[src/ccr_pkg.sv]
// Package of register offsets, reset values and state layout for the converter configuration registers.
package ccr_pkg;

   // ------------------------------------------------------------
   // Serial frame layout
   // ------------------------------------------------------------
   localparam int             FRAME_BITS  = 24;
   localparam int             ADDR_W      = 15;
   localparam logic [4:0]     CNT_ADDR    = 5'h0F;
   localparam logic [4:0]     CNT_DATA0   = 5'h10;
   localparam logic [4:0]     CNT_LAST    = 5'h17;
   localparam logic [4:0]     CNT_DONE    = 5'h18;
   localparam int             RW_BIT      = 23;

   // ------------------------------------------------------------
   // Register byte addresses
   // ------------------------------------------------------------
   localparam logic [14:0]    ADR_ALIGN_SEL = 15'h0029;
   localparam logic [14:0]    ADR_POS_LO    = 15'h002C;
   localparam logic [14:0]    ADR_POS_MID   = 15'h002D;
   localparam logic [14:0]    ADR_POS_HI    = 15'h002E;
   localparam logic [14:0]    ADR_FS_LO     = 15'h0030;
   localparam logic [14:0]    ADR_FS_HI     = 15'h0031;
   localparam logic [14:0]    ADR_PM1       = 15'h0037;
   localparam logic [14:0]    ADR_PM2       = 15'h0038;
   localparam logic [14:0]    ADR_PM3       = 15'h0039;
   localparam logic [14:0]    ADR_PM4       = 15'h003A;
   localparam logic [14:0]    ADR_TS_CTRL   = 15'h003B;
   localparam logic [14:0]    ADR_REFO_CTRL = 15'h003C;
   localparam logic [14:0]    ADR_PLL_DIV   = 15'h003D;

   // ------------------------------------------------------------
   // Reset values, field positions and codes
   // ------------------------------------------------------------
   localparam logic [15:0]    RST_FS        = 16'hA000;
   localparam logic [7:0]     RST_PM        = 8'h4B;
   localparam logic [7:0]     PM_LOW_POWER  = 8'h46;
   localparam logic [7:0]     PM_HIGH_PERF  = 8'h4B;
   localparam logic [1:0]     RST_TS        = 2'h0;
   localparam logic           RST_REFO_EN   = 1'b1;
   localparam logic [7:0]     RST_PLL_DIV   = 8'h00;
   localparam logic [3:0]     RST_ALIGN     = 4'h0;
   localparam int             TS_RECV_BIT   = 0;
   localparam int             TS_PECL_BIT   = 1;
   localparam int             REFO_EN_BIT   = 0;

   // ------------------------------------------------------------
   // Complete state of the register bank
   // ------------------------------------------------------------
   typedef struct packed {
      logic [2:0]  sclk_s;
      logic [2:0]  sdi_s;
      logic [2:0]  csn_s;
      logic        sclk_f;
      logic        sdi_f;
      logic        csn_f;
      logic [4:0]  cnt;
      logic [23:0] shin;
      logic [7:0]  sdout;
      logic        reading;
      logic        sdo;
      logic        sdo_oe;
      logic [3:0]  align_sel;
      logic [15:0] fs_code;
      logic [7:0]  pm1;
      logic [7:0]  pm2;
      logic [7:0]  pm3;
      logic [7:0]  pm4;
      logic [1:0]  ts_ctrl;
      logic        refo_en;
      logic [7:0]  pll_div;
      logic        refclk_active;
      logic        pm_reserved;
   } ccr_state_t;

endpackage

[src/ccr_top.sv]
// Configuration and status register bank with its serial configuration port.
`timescale 1ns/1ps
module ccr_top (
   // Clock and reset
   input  wire logic        CLK,
   input  wire logic        RESETN,
   // Serial configuration port
   input  wire logic        SCLK,
   input  wire logic        SDI,
   input  wire logic        CSN,
   output logic             SDO,
   output logic             SDO_OE,
   // Status and enables from the converter core
   input  wire logic [23:0] REFERENCE_EDGE_POSITION,
   input  wire logic        PLL_ENABLE,
   // Configuration outputs
   output logic [3:0]       ALIGNMENT_DELAY_SELECT,
   output logic [15:0]      FULL_SCALE_CODE,
   output logic [7:0]       POWER_MODE_CODE,
   output logic [7:0]       POWER_MODE_SECOND,
   output logic [7:0]       POWER_MODE_THIRD,
   output logic [7:0]       POWER_MODE_FOURTH,
   output logic             POWER_MODE_RESERVED,
   output logic             TIMESTAMP_RECEIVER_ENABLE,
   output logic             TIMESTAMP_PECL_MODE,
   output logic [7:0]       PLL_FEEDBACK_DIVIDER,
   output logic             REFERENCE_CLOCK_OUTPUT_ACTIVE
);

   // ------------------------------------------------------------
   // Read multiplexer
   // ------------------------------------------------------------
   function automatic logic [7:0] ccr_read(input logic [14:0] adr, input ccr_pkg::ccr_state_t s,
                                           input logic [23:0] pos);
      logic [7:0] v;
      v = 8'h00;
      unique case (adr)
         ccr_pkg::ADR_ALIGN_SEL: v = {4'h0, s.align_sel};
         ccr_pkg::ADR_POS_LO:    v = pos[7:0];
         ccr_pkg::ADR_POS_MID:   v = pos[15:8];
         ccr_pkg::ADR_POS_HI:    v = pos[23:16];
         ccr_pkg::ADR_FS_LO:     v = s.fs_code[7:0];
         ccr_pkg::ADR_FS_HI:     v = s.fs_code[15:8];
         ccr_pkg::ADR_PM1:       v = s.pm1;
         ccr_pkg::ADR_PM2:       v = s.pm2;
         ccr_pkg::ADR_PM3:       v = s.pm3;
         ccr_pkg::ADR_PM4:       v = s.pm4;
         ccr_pkg::ADR_TS_CTRL:   v = {6'h00, s.ts_ctrl};
         ccr_pkg::ADR_REFO_CTRL: v = {7'h00, s.refo_en};
         ccr_pkg::ADR_PLL_DIV:   v = s.pll_div;
         default:                v = 8'h00;
      endcase
      return v;
   endfunction

   // ------------------------------------------------------------
   // State
   // ------------------------------------------------------------
   ccr_pkg::ccr_state_t st;
   ccr_pkg::ccr_state_t next_st;
   logic                sclk_ok;
   logic                sdi_now;
   logic                sclk_rise;
   logic                sclk_fall;
   logic [23:0]         word;
   logic                wr_now;

   // Pins are filtered: a level counts only once the second and third stages agree.
   assign sclk_ok   = st.sclk_s[1] == st.sclk_s[2];
   assign sdi_now   = (st.sdi_s[1] == st.sdi_s[2]) ? st.sdi_s[2] : st.sdi_f;
   assign sclk_rise = sclk_ok && st.sclk_s[2] && !st.sclk_f && !st.csn_f;
   assign sclk_fall = sclk_ok && !st.sclk_s[2] && st.sclk_f && !st.csn_f;
   assign word      = {st.shin[22:0], sdi_now};
   assign wr_now    = sclk_rise && (st.cnt == ccr_pkg::CNT_LAST) && !st.reading;

   always_comb begin
      next_st        = st;
      next_st.sclk_s = {st.sclk_s[1:0], SCLK};
      next_st.sdi_s  = {st.sdi_s[1:0], SDI};
      next_st.csn_s  = {st.csn_s[1:0], CSN};
      if (sclk_ok) begin
         next_st.sclk_f = st.sclk_s[2];
      end
      next_st.sdi_f = sdi_now;
      if (st.csn_s[1] == st.csn_s[2]) begin
         next_st.csn_f = st.csn_s[2];
      end

      // ------------------------------------------------------------
      // Serial frame: R/W bit, 15 address bits, 8 data bits, MSB first
      // ------------------------------------------------------------
      if (st.csn_f) begin
         next_st.cnt     = 5'h00;
         next_st.reading = 1'b0;
         next_st.sdo_oe  = 1'b0;
         next_st.sdo     = 1'b0;
      end else begin
         if (sclk_rise && st.cnt != ccr_pkg::CNT_DONE) begin
            next_st.shin = word;
            next_st.cnt  = st.cnt + 5'h01;
            if (st.cnt == ccr_pkg::CNT_ADDR) begin
               next_st.reading = word[ccr_pkg::ADDR_W];
               next_st.sdout   = ccr_read(word[14:0], st, REFERENCE_EDGE_POSITION);
            end
         end
         // Data changes on the falling edge so it is stable at the host's next rising edge.
         if (sclk_fall && st.reading && st.cnt >= ccr_pkg::CNT_DATA0) begin
            next_st.sdo    = st.sdout[7];
            next_st.sdout  = {st.sdout[6:0], 1'b0};
            next_st.sdo_oe = 1'b1;
         end
      end

      // ------------------------------------------------------------
      // Register writes, taken on the last bit of a write frame
      // ------------------------------------------------------------
      if (wr_now) begin
         unique case (word[22:8])
            ccr_pkg::ADR_ALIGN_SEL: next_st.align_sel = word[3:0];
            ccr_pkg::ADR_FS_LO:     next_st.fs_code[7:0] = word[7:0];
            ccr_pkg::ADR_FS_HI:     next_st.fs_code[15:8] = word[7:0];
            ccr_pkg::ADR_PM1:       next_st.pm1 = word[7:0];
            ccr_pkg::ADR_PM2:       next_st.pm2 = word[7:0];
            ccr_pkg::ADR_PM3:       next_st.pm3 = word[7:0];
            ccr_pkg::ADR_PM4:       next_st.pm4 = word[7:0];
            ccr_pkg::ADR_TS_CTRL:   next_st.ts_ctrl = word[1:0];
            ccr_pkg::ADR_REFO_CTRL: next_st.refo_en = word[ccr_pkg::REFO_EN_BIT];
            ccr_pkg::ADR_PLL_DIV:   next_st.pll_div = word[7:0];
            default:                next_st.pll_div = st.pll_div;
         endcase
      end

      // Reserved power codes are kept as written; only a reserved code in pm1 is flagged to the core.
      next_st.pm_reserved   = !(st.pm1 == ccr_pkg::PM_LOW_POWER || st.pm1 == ccr_pkg::PM_HIGH_PERF);
      next_st.refclk_active = st.refo_en && PLL_ENABLE;
   end

   always_ff @(posedge CLK or negedge RESETN) begin
      if (!RESETN) begin
         st           <= '0;
         st.sclk_f    <= 1'b0;
         st.csn_s     <= 3'h7;
         st.csn_f     <= 1'b1;
         st.align_sel <= ccr_pkg::RST_ALIGN;
         st.fs_code   <= ccr_pkg::RST_FS;
         st.pm1       <= ccr_pkg::RST_PM;
         st.pm2       <= ccr_pkg::RST_PM;
         st.pm3       <= ccr_pkg::RST_PM;
         st.pm4       <= ccr_pkg::RST_PM;
         st.ts_ctrl   <= ccr_pkg::RST_TS;
         st.refo_en   <= ccr_pkg::RST_REFO_EN;
         st.pll_div   <= ccr_pkg::RST_PLL_DIV;
      end else begin
         st <= next_st;
      end
   end

   // ------------------------------------------------------------
   // Outputs
   // ------------------------------------------------------------
   assign SDO                           = st.sdo;
   assign SDO_OE                        = st.sdo_oe;
   assign ALIGNMENT_DELAY_SELECT        = st.align_sel;
   assign FULL_SCALE_CODE               = st.fs_code;
   assign POWER_MODE_CODE               = st.pm1;
   assign POWER_MODE_SECOND             = st.pm2;
   assign POWER_MODE_THIRD              = st.pm3;
   assign POWER_MODE_FOURTH             = st.pm4;
   assign POWER_MODE_RESERVED           = st.pm_reserved;
   assign TIMESTAMP_RECEIVER_ENABLE     = st.ts_ctrl[ccr_pkg::TS_RECV_BIT];
   assign TIMESTAMP_PECL_MODE           = st.ts_ctrl[ccr_pkg::TS_PECL_BIT];
   assign PLL_FEEDBACK_DIVIDER          = st.pll_div;
   assign REFERENCE_CLOCK_OUTPUT_ACTIVE = st.refclk_active;
endmodule
[config.mk]
export PLATFORM = sky130hd
export DESIGN_NAME = ccr_top
export DESIGN_NICKNAME = d
export VERILOG_FILES = /design/src/ccr_pkg.sv /design/src/ccr_top.sv
export SDC_FILE = /design/constraint.sdc
export NUM_CORES = 1
export LEC_CHECK = 0
export BUFFER_PORTS_ARGS = -buffer_cell sky130_fd_sc_hd__buf_2
export CAP_MARGIN = 20
export CORE_MARGIN = 2
export CORE_UTILIZATION = 64
export CTS_BUF_LIST = sky130_fd_sc_hd__clkbuf_8
export DETAILED_ROUTE_END_ITERATION = 6
export PLACE_DENSITY = 0.91
export SLEW_MARGIN = 5
export SYNTH_ARGS = -nofsm -noshare
export SYNTH_HDL_FRONTEND = slang
export SYNTH_SLANG_ARGS = --single-unit
[constraint.sdc]
create_clock -name CLK -period 7.5 [get_ports CLK]
set_input_delay 1.125 -clock CLK [delete_from_list [all_inputs] [get_ports CLK]]
set_output_delay 1.125 -clock CLK [all_outputs]
set_load 0.01 [all_outputs]
# == Yosys cells after proc, flatten, opt, wreduce, memory -nomap -nowiden ==
# Cells that the tools add are included.
# op_classes
muxes,8
n_lt_le_gt_ge,1
n_bitwise,1
eq_ne,31
n_addsub,1
n_div,0
reduce_logical,36
shift,0
multipliers,0
# op_table
operator,count
equality test 15 x 6 -> 1 bit (second input constant),23
case mux 8 bit (13 select lines),1
two-way mux 38 bit,1
AND reduction 2 bit,12
equality test 8 x 7 -> 1 bit (second input constant),2
logical AND 1 bit,12
nonzero test 2 bit,5
two-way mux 9 bit,1
two-way mux 8 bit,1
adder 5 x 1 -> 5 bit (second input constant),1
equality test 5 x 4 -> 1 bit (second input constant),1
equality test 5 bit (second input constant),1
greater-or-equal comparator 5 bit (second input constant),1
logical NOT 1 bit,5
two-way mux 5 bit,1
!= test 5 bit (second input constant),1
equality test 1 bit,3
two-way mux 3 bit,1
AND reduction 3 bit,1
two-way mux 2 bit,1
logical OR 1 bit,1
two-way mux 1 bit,1
inverter 1 bit,1
# totals
word_cells,102
latch_bits,0
ram_bits,0
n_memories,0
register_bits,117
output_inout_bits,66
mem_bits_ro,0
in_bits,30

# == Depth between registers and ports, before layout ==
# Gate-level depths: netlist of the first run.
# depth
depth_word,8
mapped_depth,9

# == Least setup slack after synthesis of the first run ==
# OpenSTA, ideal clock, no wires.
# synth_path
path_type,register to register
start,register st[103] in the netlist's numbering
end,register st (netlist bit ALIGNMENT_DELAY_SELECT[1])
stages_incl_launch_ff,5
t_required_ps,7375
setup_time_ps,125
slack_ps,5079
period_less_slack_ps,2421
n_path_buf,0
t_arrival_ps,2296
cell_sequence,dfrtp_1 > or4_4 > or4_1 > or4b_4 > mux2_4
# synth_via
elab_chain_len,4
# synth_lines
item,line,text
start: declaration,ccr_top.sv:59,ccr_pkg::ccr_state_t st;
start signal: assignment,ccr_top.sv:154,st <= next_st;
equality test 5 bit,ccr_top.sv:74,assign wr_now = sclk_rise && (st.cnt == ccr_pkg::CNT_LAST) && !st.reading;
logical AND 1 bit (2 in a row),ccr_top.sv:74,
AND reduction 2 bit (no line),-,
# Every way passes these cells.
# A chain may end at the register's enable or synchronous reset.

# == Worst setup path in the final report of the first run ==
# layout_path
start,register st[78] in the netlist's numbering
end,register st[71] in the netlist's numbering
# layout_via
elab_chain_len,5
word_cells_on_any_way,17
# layout_lines
item,line,text
equality test 15 x 6 -> 1 bit,ccr_top.sv:37,unique case (adr)
case mux 8 bit (13 select lines) (*),ccr_top.sv:37,
two-way mux 9 bit (*),ccr_top.sv:101,if (st.cnt == ccr_pkg::CNT_ADDR) begin
two-way mux 38 bit (*),ccr_top.sv:98,if (sclk_rise && st.cnt != ccr_pkg::CNT_DONE) begin
two-way mux 8 bit (*),ccr_top.sv:107,if (sclk_fall && st.reading && st.cnt >= ccr_pkg::CNT_DATA0) begin
# Every way passes the cells marked *; elsewhere a longest branch is shown, timed or not. The select of a mux whose other input is x is not followed.

==> flow_metrics.py, run 1 <==
metrics = {
    "clocking": {
        "postCtsSetupRepairBufs": 0,
        "clock_latency_ps": 450,
        "cts_resized": 0,
        "htree_levels": 4,
        "clk_pin_slew_ps": 70,
        "numCtsBuffers": 17,
        "clk_path_buf_depth": 2,
        "cts_root_buf": "clkbuf_8",
        "ctsHoldBuffers": 0,
        "cts_tree": "yes",
        "clkSinkCount": 115,
    },
    "floorplan": {
        "floorplan.initialDensity_pct": 64.9,
        "die_h_um": 103,
        "io_pins": 96,
        "die_area_mm2": 0.0105,
        "fp-row-count": 36,
        "die_w_um": 103,
        "core_mm2": 0.00959,
    },
    "sta": {
        "rsz0062_at_grt": "no",
        "clock-skew-final_ps": 15.1,
        "fin_crit_sh_pct": 43.0,
        "setup_violations": 0,
        "min_period_ps": 3220,
        "hold_viol_final": 0,
        "drv_slew": 0,
        "fmax_ghz": 0.310,
        "maxSlewHeadroom_pct": 32.1,
        "worst_slew_pin_slew_ps": 1010,
        "fin_tns_setup_ps": 0,
    },
    "yosys": {
        "synthCells": 589,
        "syn-cell-area_mm2": 0.00623,
        "seq_area_frac_synth_pct": 46.7,
        "ys_async_sr_fraction_pct": 100,
        "synth_top_flop_cell": "dfrtp_1",
        "synth_edf_count": 0,
        "yosys.area.top_type": "dfrtp_1",
        "avgSynthCellArea_um2": 10.6,
        "synth_cell_types": 73,
        "ys_top_cells_by_area": "dfrtp_1 (37%), dfstp_2 (9.7%), mux2_2 (8.0%), buf_4 (7.2%), nand2_1 (4.6%)",
        "synth_fp_nets": 624,
        "ys_ff_latch": 115,
        "yosysWarnings": 0,
        "netlist.area_leader.share_pct": 37.0,
    },
    "pwr": {
        "p_total_w": 0.00148,
        "switching_share_pct": 30.9,
        "p_comb_share_pct": 12.8,
        "p_leak_nw": 3.29,
        "peakVddDrop_mv": 0.171,
        "power_frac_clock_pct": 39.5,
        "internal_power_w": 0.00102,
        "switchingPower_w": 0.000457,
        "share_seq_of_total_power_pct": 47.7,
        "p_per_area_mw_per_mm2": 218,
    },
    "layout": {
        "final_cell_mix": "buf_2 (94), dfrtp_1 (92), nand2_1 (77)",
        "final_common_cell": "buf_2",
        "syn_to_final_growth_pct": 8.64,
        "n_antenna_cell": 0,
        "nNetsFinal": 655,
        "drive_gt1_share_pct": 37.6,
    },
    "detailed_routing": {
        "via_per_inst": 6.31,
        "vias": 4831,
        "wl_per_cell_um": 22.2,
        "route.detailed.drc": 0,
        "initialDrtViolationCount": 482,
        "routed_wl_mm": 17.0,
        "antenna_left": 0,
        "dr.pass1.iters": 6,
    },
    "setup_path": {
        "reg2reg_slack_ps": 4280,
        "r2r_cells": 6,
        "path_buf_inv": 0,
        "path_max_fanout": 22,
        "worst_ep_required_time_ps": 7870,
        "critPathCaptureType": "register",
        "cp.arrival_ps": 3590,
        "r2r-end": "st[71]$_DFFE_PN0P_",
        "critPathMaxStageDelay_ps": 830,
        "worstSetupPathType": "register to register",
        "cpLargestDelayFamily": "simple AND/OR/NAND/NOR gates",
        "r2r_start": "st[78]$_DFFE_PN0P_",
        "start_kind": "register",
        "setup.worst_path.start": "st[78]$_DFFE_PN0P_",
        "slowest_stage": "dfrtp_1",
        "path_cells": "or4b_1 -> nor2_2 -> o2111ai_1 -> a41oi_2 -> o41ai_1 -> a21oi_1",
    },
    "worst_hold_path": {
        "min-delay-start": "next_st[115]$_DFF_PN0_",
        "min_to": "next_st[116]$_DFF_PN0_",
        "min_path_type": "register to register",
        "whs_path_depth": 0,
    },
    "global_routing": {
        "grt_pass1_vias": 4596,
        "grt_pass1_wl_mm": 25.9,
        "grt_max_degree": 66,
        "antenna_found_initial": 0,
        "overflow": 0,
        "gr-usage-all-layers_pct": 33.8,
    },
    "run": {
        "cap_violations": 0,
    },
    "placement": {
        "gp_congestion": 1.03,
        "hpwl_mm": 12.1,
        "io_buffers": 95,
    },
    "status": {
        "status": "complete, no violations",
    },
}
kinds of logic (layout without fill, tap and decap cells):
logic type	count (synthesis)	count (layout)	synth area share [%]
adder cells (fa/ha/maj)	6	6	1.16
buffers and inverters	106	150	10.3
AO/OA/AOI/OAI	72	72	8.54
multiplexers	73	73	14.1
AND/OR/NAND/NOR	213	213	18.7
flip-flops	115	115	46.7
XOR/XNOR	4	4	0.562
power by group through the flow:
stage	sequential (W)	clock (W)	combinational (W)
6_report	0.000705	0.000584	0.000189
2_1_floorplan	0.000660	0	0.000150
3_3_place_gp	0.000710	0	0.000180
5_1_grt	0.000706	0.000622	0.000202
4_1_cts	0.000699	0.000588	0.000181
3_5_place_dp	0.000711	0	0.000181
registers in the layout (all words and copies together), names as in the netlist, 4 cells and up:
register,flops
FULL_SCALE_CODE,16
ALIGNMENT_DELAY_SELECT,4
PLL_FEEDBACK_DIVIDER,8
POWER_MODE_CODE,8
next_st,6
POWER_MODE_FOURTH,8
POWER_MODE_SECOND,8
POWER_MODE_THIRD,8
st,43
metal layers:
metal	track usage (%)	share of wire [%]	vias to the layer above
met5	0	0	-
met4	15.2	3.7	0
met3	8.88	8.6	58
met2	49.6	45	287
met1	47.3	43	2373
li1	-	-	2113
final cells by class:
class | instances | area [um2]
well taps | 133 | 166
fillers | 721 | 2830
repair buffers | 102 | 551
inverters | 16 | 60.1
flip-flops and latches | 115 | 2910
clock inverters | 15 | 169
clock buffers | 17 | 234
multi-input cells | 368 | 2680
per-stage QoR:
stage          setup slack, ps  cell area, um2  util, %  hold slack [ps]  instances
2_1_floorplan             5080            6230        -              331        589
3_3_place_gp              4230            6340     66.1              337        733
3_5_place_dp              4120            6340     66.1              341        733
4_1_cts                   4100            6740     70.3              356        765
5_1_grt                   4140            6770     70.5              370        766
6_report                  4280            6770     70.5              356        766
Yosys cell counts (5+ instances only):
cell type and number:
mux2_4 18, nor4_1 11, dfrtp_1 92, mux2i_1 11, clkbuf_1 25, nand3_1 26
dfstp_2 23, inv_1 14, o21a_1 5, nor3_1 9, a32o_1 6, nand4_1 9
buf_4 60, ha_1 5, and2_1 6, nor2_1 25, nand4b_1 5, mux2_2 44
o21ai_0 21, nand2_1 77
how the worst max path moves through the flow:
stage	endpoint	slack, ps	cells after the start
finish	st[71]$_DFFE_PN0P_	4280	6
global route	st[71]$_DFFE_PN0P_	4140	6
CTS	st[71]$_DFFE_PN0P_	4100	8
detailed placement	st[71]$_DFFE_PN0P_	4120	8
global placement	st[72]$_DFFE_PN0P_	4230	9
floorplan	ALIGNMENT_DELAY_SELECT[1]$_DFFE_PN0P_	5080	4
Note: power is estimated with default switching activity, not from simulation.
==> run 2: changes to the inputs <==
CORE_UTILIZATION = 59   (was 64)
PLACE_DENSITY = 0.85   (was 0.91)
clock period = 3.3 ns   (was 7.5 ns; I/O delays follow)
==> flow_metrics.py, run 2 (same netlist as run 1, synthesis figures left out) <==
metrics = {
    "setup_path": {
        "worst_ep_required_time_ps": 3680,
        "reg2reg_slack_ps": 310,
        "r2r_cells": 6,
        "slowest_stage": "nor4bb_1",
        "cp.arrival_ps": 3370,
        "worstSetupPathType": "register to register",
        "r2r-end": "st[69]$_DFFE_PN0P_",
        "critPathCaptureType": "register",
        "path_max_fanout": 13,
        "path_cells": "nor4bb_1 -> nand4_1 -> a21o_1 -> a41oi_2 -> o22ai_1 -> a21oi_1",
        "critPathMaxStageDelay_ps": 920,
        "r2r_start": "st[81]$_DFFE_PN0P_",
        "start_kind": "register",
    },
    "layout": {
        "drive_gt1_share_pct": 38.7,
        "largest_reg_flops": 43,
        "n_antenna_cell": 0,
        "syn_to_final_growth_pct": 11.4,
        "final_common_cell": "buf_2",
        "fin_util_pct": 67.5,
        "multi_input_area_mm2": 0.00268,
        "seqCellArea_mm2": 0.00291,
        "nNetsFinal": 668,
        "top_register": "st",
        "final_cell_mix": "buf_2 (94), dfrtp_1 (92), nand2_1 (77)",
        "fillers": 797,
        "final_cell_area_mm2": 0.00694,
    },
    "placement": {
        "hpwl_mm": 12.6,
        "dpl_cell_area_mm2": 0.00646,
        "io_buffers": 95,
        "gp_congestion": 1.03,
    },
    "clocking": {
        "ctsHoldBuffers": 0,
        "numCtsBuffers": 17,
        "clock_latency_ps": 450,
        "cts_root_buf": "clkbuf_8",
        "clk_pin_slew_ps": 70,
        "clk_path_buf_depth": 2,
        "clkSinkCount": 115,
        "cts_tree": "yes",
        "postCtsSetupRepairBufs": 0,
        "htree_levels": 4,
        "cts_resized": 0,
    },
    "sta": {
        "fin_tns_setup_ps": 0,
        "rsz0062_at_grt": "no",
        "maxSlewHeadroom_pct": 33.7,
        "hold_viol_final": 0,
        "drv_slew": 0,
        "worst_slew_pin_slew_ps": 981,
        "fin_crit_sh_pct": 90.7,
        "fmax_ghz": 0.334,
        "setup_violations": 0,
        "min_period_ps": 2990,
        "clock-skew-final_ps": 13.8,
    },
    "run": {
        "cap_violations": 0,
    },
    "detailed_routing": {
        "route.detailed.drc": 0,
        "initialDrtViolationCount": 531,
        "dr.pass1.iters": 5,
        "wl_per_cell_um": 22.4,
        "antenna_left": 0,
        "routed_wl_mm": 17.5,
        "vias": 4867,
        "via_per_inst": 6.22,
    },
    "worst_hold_path": {
        "min_path_type": "input pin to asynchronous set/reset pin",
    },
    "floorplan": {
        "die_area_mm2": 0.0114,
        "floorplan.initialDensity_pct": 60.6,
        "core_mm2": 0.0103,
        "die_h_um": 107,
        "fp-row-count": 37,
        "die_w_um": 107,
        "io_pins": 96,
    },
    "global_routing": {
        "antenna_found_initial": 0,
        "gr-usage-all-layers_pct": 32.0,
        "grt_pass1_vias": 4737,
        "grt_max_degree": 61,
        "grt_pass1_wl_mm": 27.1,
        "overflow": 0,
    },
    "pwr": {
        "peakVddDrop_mv": 0.342,
        "p_per_area_mw_per_mm2": 524,
        "p_leak_nw": 3.41,
        "p_total_w": 0.00364,
    },
    "status": {
        "status": "complete, no violations",
    },
}
[run 2: how the worst max path moves through the flow]
stage | from | endpoint | slack, ps | cells after the start
final | st[81]$_DFFE_PN0P_ | st[69]$_DFFE_PN0P_ | 310 | 6
after global routing | st[81]$_DFFE_PN0P_ | st[69]$_DFFE_PN0P_ | 290 | 6
after CTS | st[81]$_DFFE_PN0P_ | st[69]$_DFFE_PN0P_ | 490 | 6
after detailed placement | st[81]$_DFFE_PN0P_ | st[70]$_DFFE_PN0P_ | 490 | 6
after global placement | st[81]$_DFFE_PN0P_ | st[71]$_DFFE_PN0P_ | 450 | 6
after floorplan | st[103]$_DFFE_PN0P_ | ALIGNMENT_DELAY_SELECT[1]$_DFFE_PN0P_ | 880 | 4
[run 2: worst max-delay path: cells and delay by family (launching register included)]
kind / cells / cell delay [ps]
simple gates: 2 / 1190
compound gates: 4 / 1090
flops: 1 / 610
[run 2: through the flow]
| stage | worst slack (ps) | hold WS [ps] | std cells |
|---|---|---|---|
| 2_1_floorplan | 879 | 199 | 589 |
| 3_3_place_gp | 450 | 339 | 750 |
| 3_5_place_dp | 495 | 343 | 750 |
| 4_1_cts | 488 | 113 | 782 |
| 5_1_grt | 290 | 129 | 782 |
| 6_report | 307 | 113 | 782 |
[run 2: area by class of cell]
class,count,area share (%)
clock inverter,10,2.58
sequential,115,41.9
tap,136,2.45
timing repair buffer,115,9.23
multi-input combinational,368,38.6
inverter,16,0.865
clock buffer,22,4.36
[run 2: report_power, final]
| part | internal, W | total, W | leakage (nW) | switching [W] |
|---|---|---|---|---|
| Sequential | 0.00145 | 0.00154 | 1.46 | 0.0000835 |
| Combinational | 0.000160 | 0.000534 | 1.70 | 0.000374 |
| Clock | 0.000995 | 0.00157 | 0.248 | 0.000571 |
[run 2: per-layer routing]
metal  vias up  track usage [%]  share of wire (%)
met5         -                0                  0
met4         0             13.2                2.4
met3        40             6.87                7.8
met2       251             47.6                 46
met1      2432             45.6                 44
li1       2144                -                  -
==> run 3: changes to the inputs <==
CORE_UTILIZATION = 64   (was 59)
PLACE_DENSITY = 0.91   (was 0.85)
SETUP_SLACK_MARGIN = 0.5   (was not set)
clock period = 3.79 ns   (was 3.3 ns; I/O delays follow)
==> flow_metrics.py, run 3 (same netlist as run 1, synthesis figures left out) <==
metrics = {
    "detailed_routing": {
        "wl_per_cell_um": 21.5,
        "vias": 4753,
        "dr.pass1.iters": 6,
        "initialDrtViolationCount": 414,
        "route.detailed.drc": 0,
        "antenna_left": 0,
        "routed_wl_mm": 16.6,
        "via_per_inst": 6.17,
    },
    "floorplan": {
        "io_pins": 96,
        "die_area_mm2": 0.0105,
        "die_w_um": 103,
        "die_h_um": 103,
        "fp-row-count": 36,
        "floorplan.initialDensity_pct": 64.9,
        "core_mm2": 0.00959,
    },
    "placement": {
        "dpl_cell_area_mm2": 0.00639,
        "dp_slack_ps": 1020,
        "gp_congestion": 1.03,
        "dp_cells": 738,
        "io_buffers": 95,
        "hpwl_mm": 12.0,
    },
    "global_routing": {
        "overflow": 0,
        "antenna_found_initial": 0,
        "grt_max_degree": 60,
        "grt_pass1_wl_mm": 25.1,
        "grt_use_met3_pct": 8.07,
        "use_met2_pct": 48.4,
        "gr-usage-all-layers_pct": 32.8,
        "top_usage_layer": "met2",
        "grt_util_met1_pct": 47.1,
        "grt_pass1_vias": 4494,
    },
    "setup_path": {
        "r2r_cells": 6,
        "reg2reg_slack_ps": 920,
        "worst_ep_required_time_ps": 4150,
        "r2r-end": "st[71]$_DFFE_PN0P_",
        "start_kind": "register",
        "cp.arrival_ps": 3230,
        "critPathCaptureType": "register",
        "path_max_fanout": 13,
        "worstSetupPathType": "register to register",
        "r2r_start": "st[81]$_DFFE_PN0P_",
    },
    "clocking": {
        "cts_resized": 0,
        "cts_root_buf": "clkbuf_8",
        "numCtsBuffers": 17,
        "clkSinkCount": 115,
        "ctsHoldBuffers": 0,
        "clk_pin_slew_ps": 80,
        "postCtsSetupRepairBufs": 0,
        "cts_tree": "yes",
        "clock_latency_ps": 440,
        "htree_levels": 4,
        "clk_path_buf_depth": 2,
    },
    "sta": {
        "fmax_ghz": 0.349,
        "setup_violations": 0,
        "fin_tns_setup_ps": 0,
        "maxSlewHeadroom_pct": 42.3,
        "finalWorstSetupSlack_ps": 921,
        "min_period_ps": 2870,
        "clock-skew-final_ps": 11.6,
        "rsz0062_at_grt": "no",
        "drv_slew": 0,
        "hold_viol_final": 0,
        "fin_crit_sh_pct": 75.7,
        "worst_slew_pin_slew_ps": 857,
    },
    "layout": {
        "drive_gt1_share_pct": 38.1,
        "nNetsFinal": 659,
        "final_common_cell": "buf_2",
        "final_cell_mix": "buf_2 (94), dfrtp_1 (92), nand2_1 (77)",
        "final_cell_area_mm2": 0.00683,
        "largest_reg_flops": 43,
        "syn_to_final_growth_pct": 9.62,
        "fin_cells": 770,
        "top_register": "st",
        "n_antenna_cell": 0,
    },
    "pwr": {
        "p_per_area_mw_per_mm2": 444,
        "peakVddDrop_mv": 0.351,
        "p_leak_nw": 3.33,
    },
    "worst_hold_path": {
        "min_path_type": "input pin to asynchronous set/reset pin",
    },
    "status": {
        "status": "complete, no violations",
    },
    "run": {
        "cap_violations": 0,
    },
}
[run 3: cell count changes in the layout (fill, tap and decap cells not counted), sizes merged]
cell | before | now
clkinv | 4 | 8
clkinvlp | 1 | 4
bufinv | 5 | 4
inv | 16 | 15
buf | 115 | 106
clkbuf | 22 | 17
[run 3: cell type report]
class | count | area, um2
Clock inverter | 15 | 208
Inverter | 16 | 60.1
Sequential cell | 115 | 2910
Timing Repair Buffer | 106 | 573
Multi-Input combinational cell | 368 | 2680
Fill cell | 720 | 2770
Clock buffer | 17 | 234
Tap cell | 133 | 166
[run 3: metrics by stage]
stage | power (W) | util (%) | hold WS (ps)
4_1_cts | 0.00303 | 71.2 | 213
3_5_place_dp | 0.00179 | 66.6 | 336
5_1_grt | 0.00314 | 71.2 | 209
6_report | 0.00304 | 71.2 | 197
3_3_place_gp | 0.00178 | 66.6 | 336
2_1_floorplan | 0.00160 | - | 273
[run 3: how the worst max path moves through the flow]
stage / startpoint / to / slack, ps / depth (start not counted)
final: st[81]$_DFFE_PN0P_ / st[71]$_DFFE_PN0P_ / 920 / 6
after global placement: st[82]$_DFFE_PN0P_ / st[75]$_DFFE_PN0P_ / 1060 / 6
after floorplan: st[103]$_DFFE_PN0P_ / ALIGNMENT_DELAY_SELECT[1]$_DFFE_PN0P_ / 1370 / 4
after detailed placement: st[103]$_DFFE_PN0P_ / POWER_MODE_CODE[7]$_DFFE_PN0P_ / 1020 / 5
after global routing: st[81]$_DFFE_PN0P_ / st[71]$_DFFE_PN0P_ / 700 / 6
after CTS: st[82]$_DFFE_PN0P_ / st[71]$_DFFE_PN0P_ / 1000 / 6
[run 3: critical path, cell delays in order (launching register included)]
cell,delay [ps]
dfrtp_1,610
or3b_2,630
nor4_4,660
nand2_1,170
a41oi_2,380
o41ai_1,160
a21oi_1,180
[run 3: metal layers]
| layer | up-vias | part of all wire, % | routed length [um] |
|---|---|---|---|
| li1 | 2116 | - | - |
| met1 | 2342 | 44 | 7230 |
| met2 | 249 | 45 | 7460 |
| met3 | 46 | 8.3 | 1370 |
| met4 | 0 | 3.1 | 515 |
| met5 | - | 0 | 0 |
[run 3: where the power goes]
part           switching (W)  internal (W)
clock network       0.000534      0.000720
registers          0.0000575       0.00127
logic               0.000329      0.000129
total               0.000921       0.00211
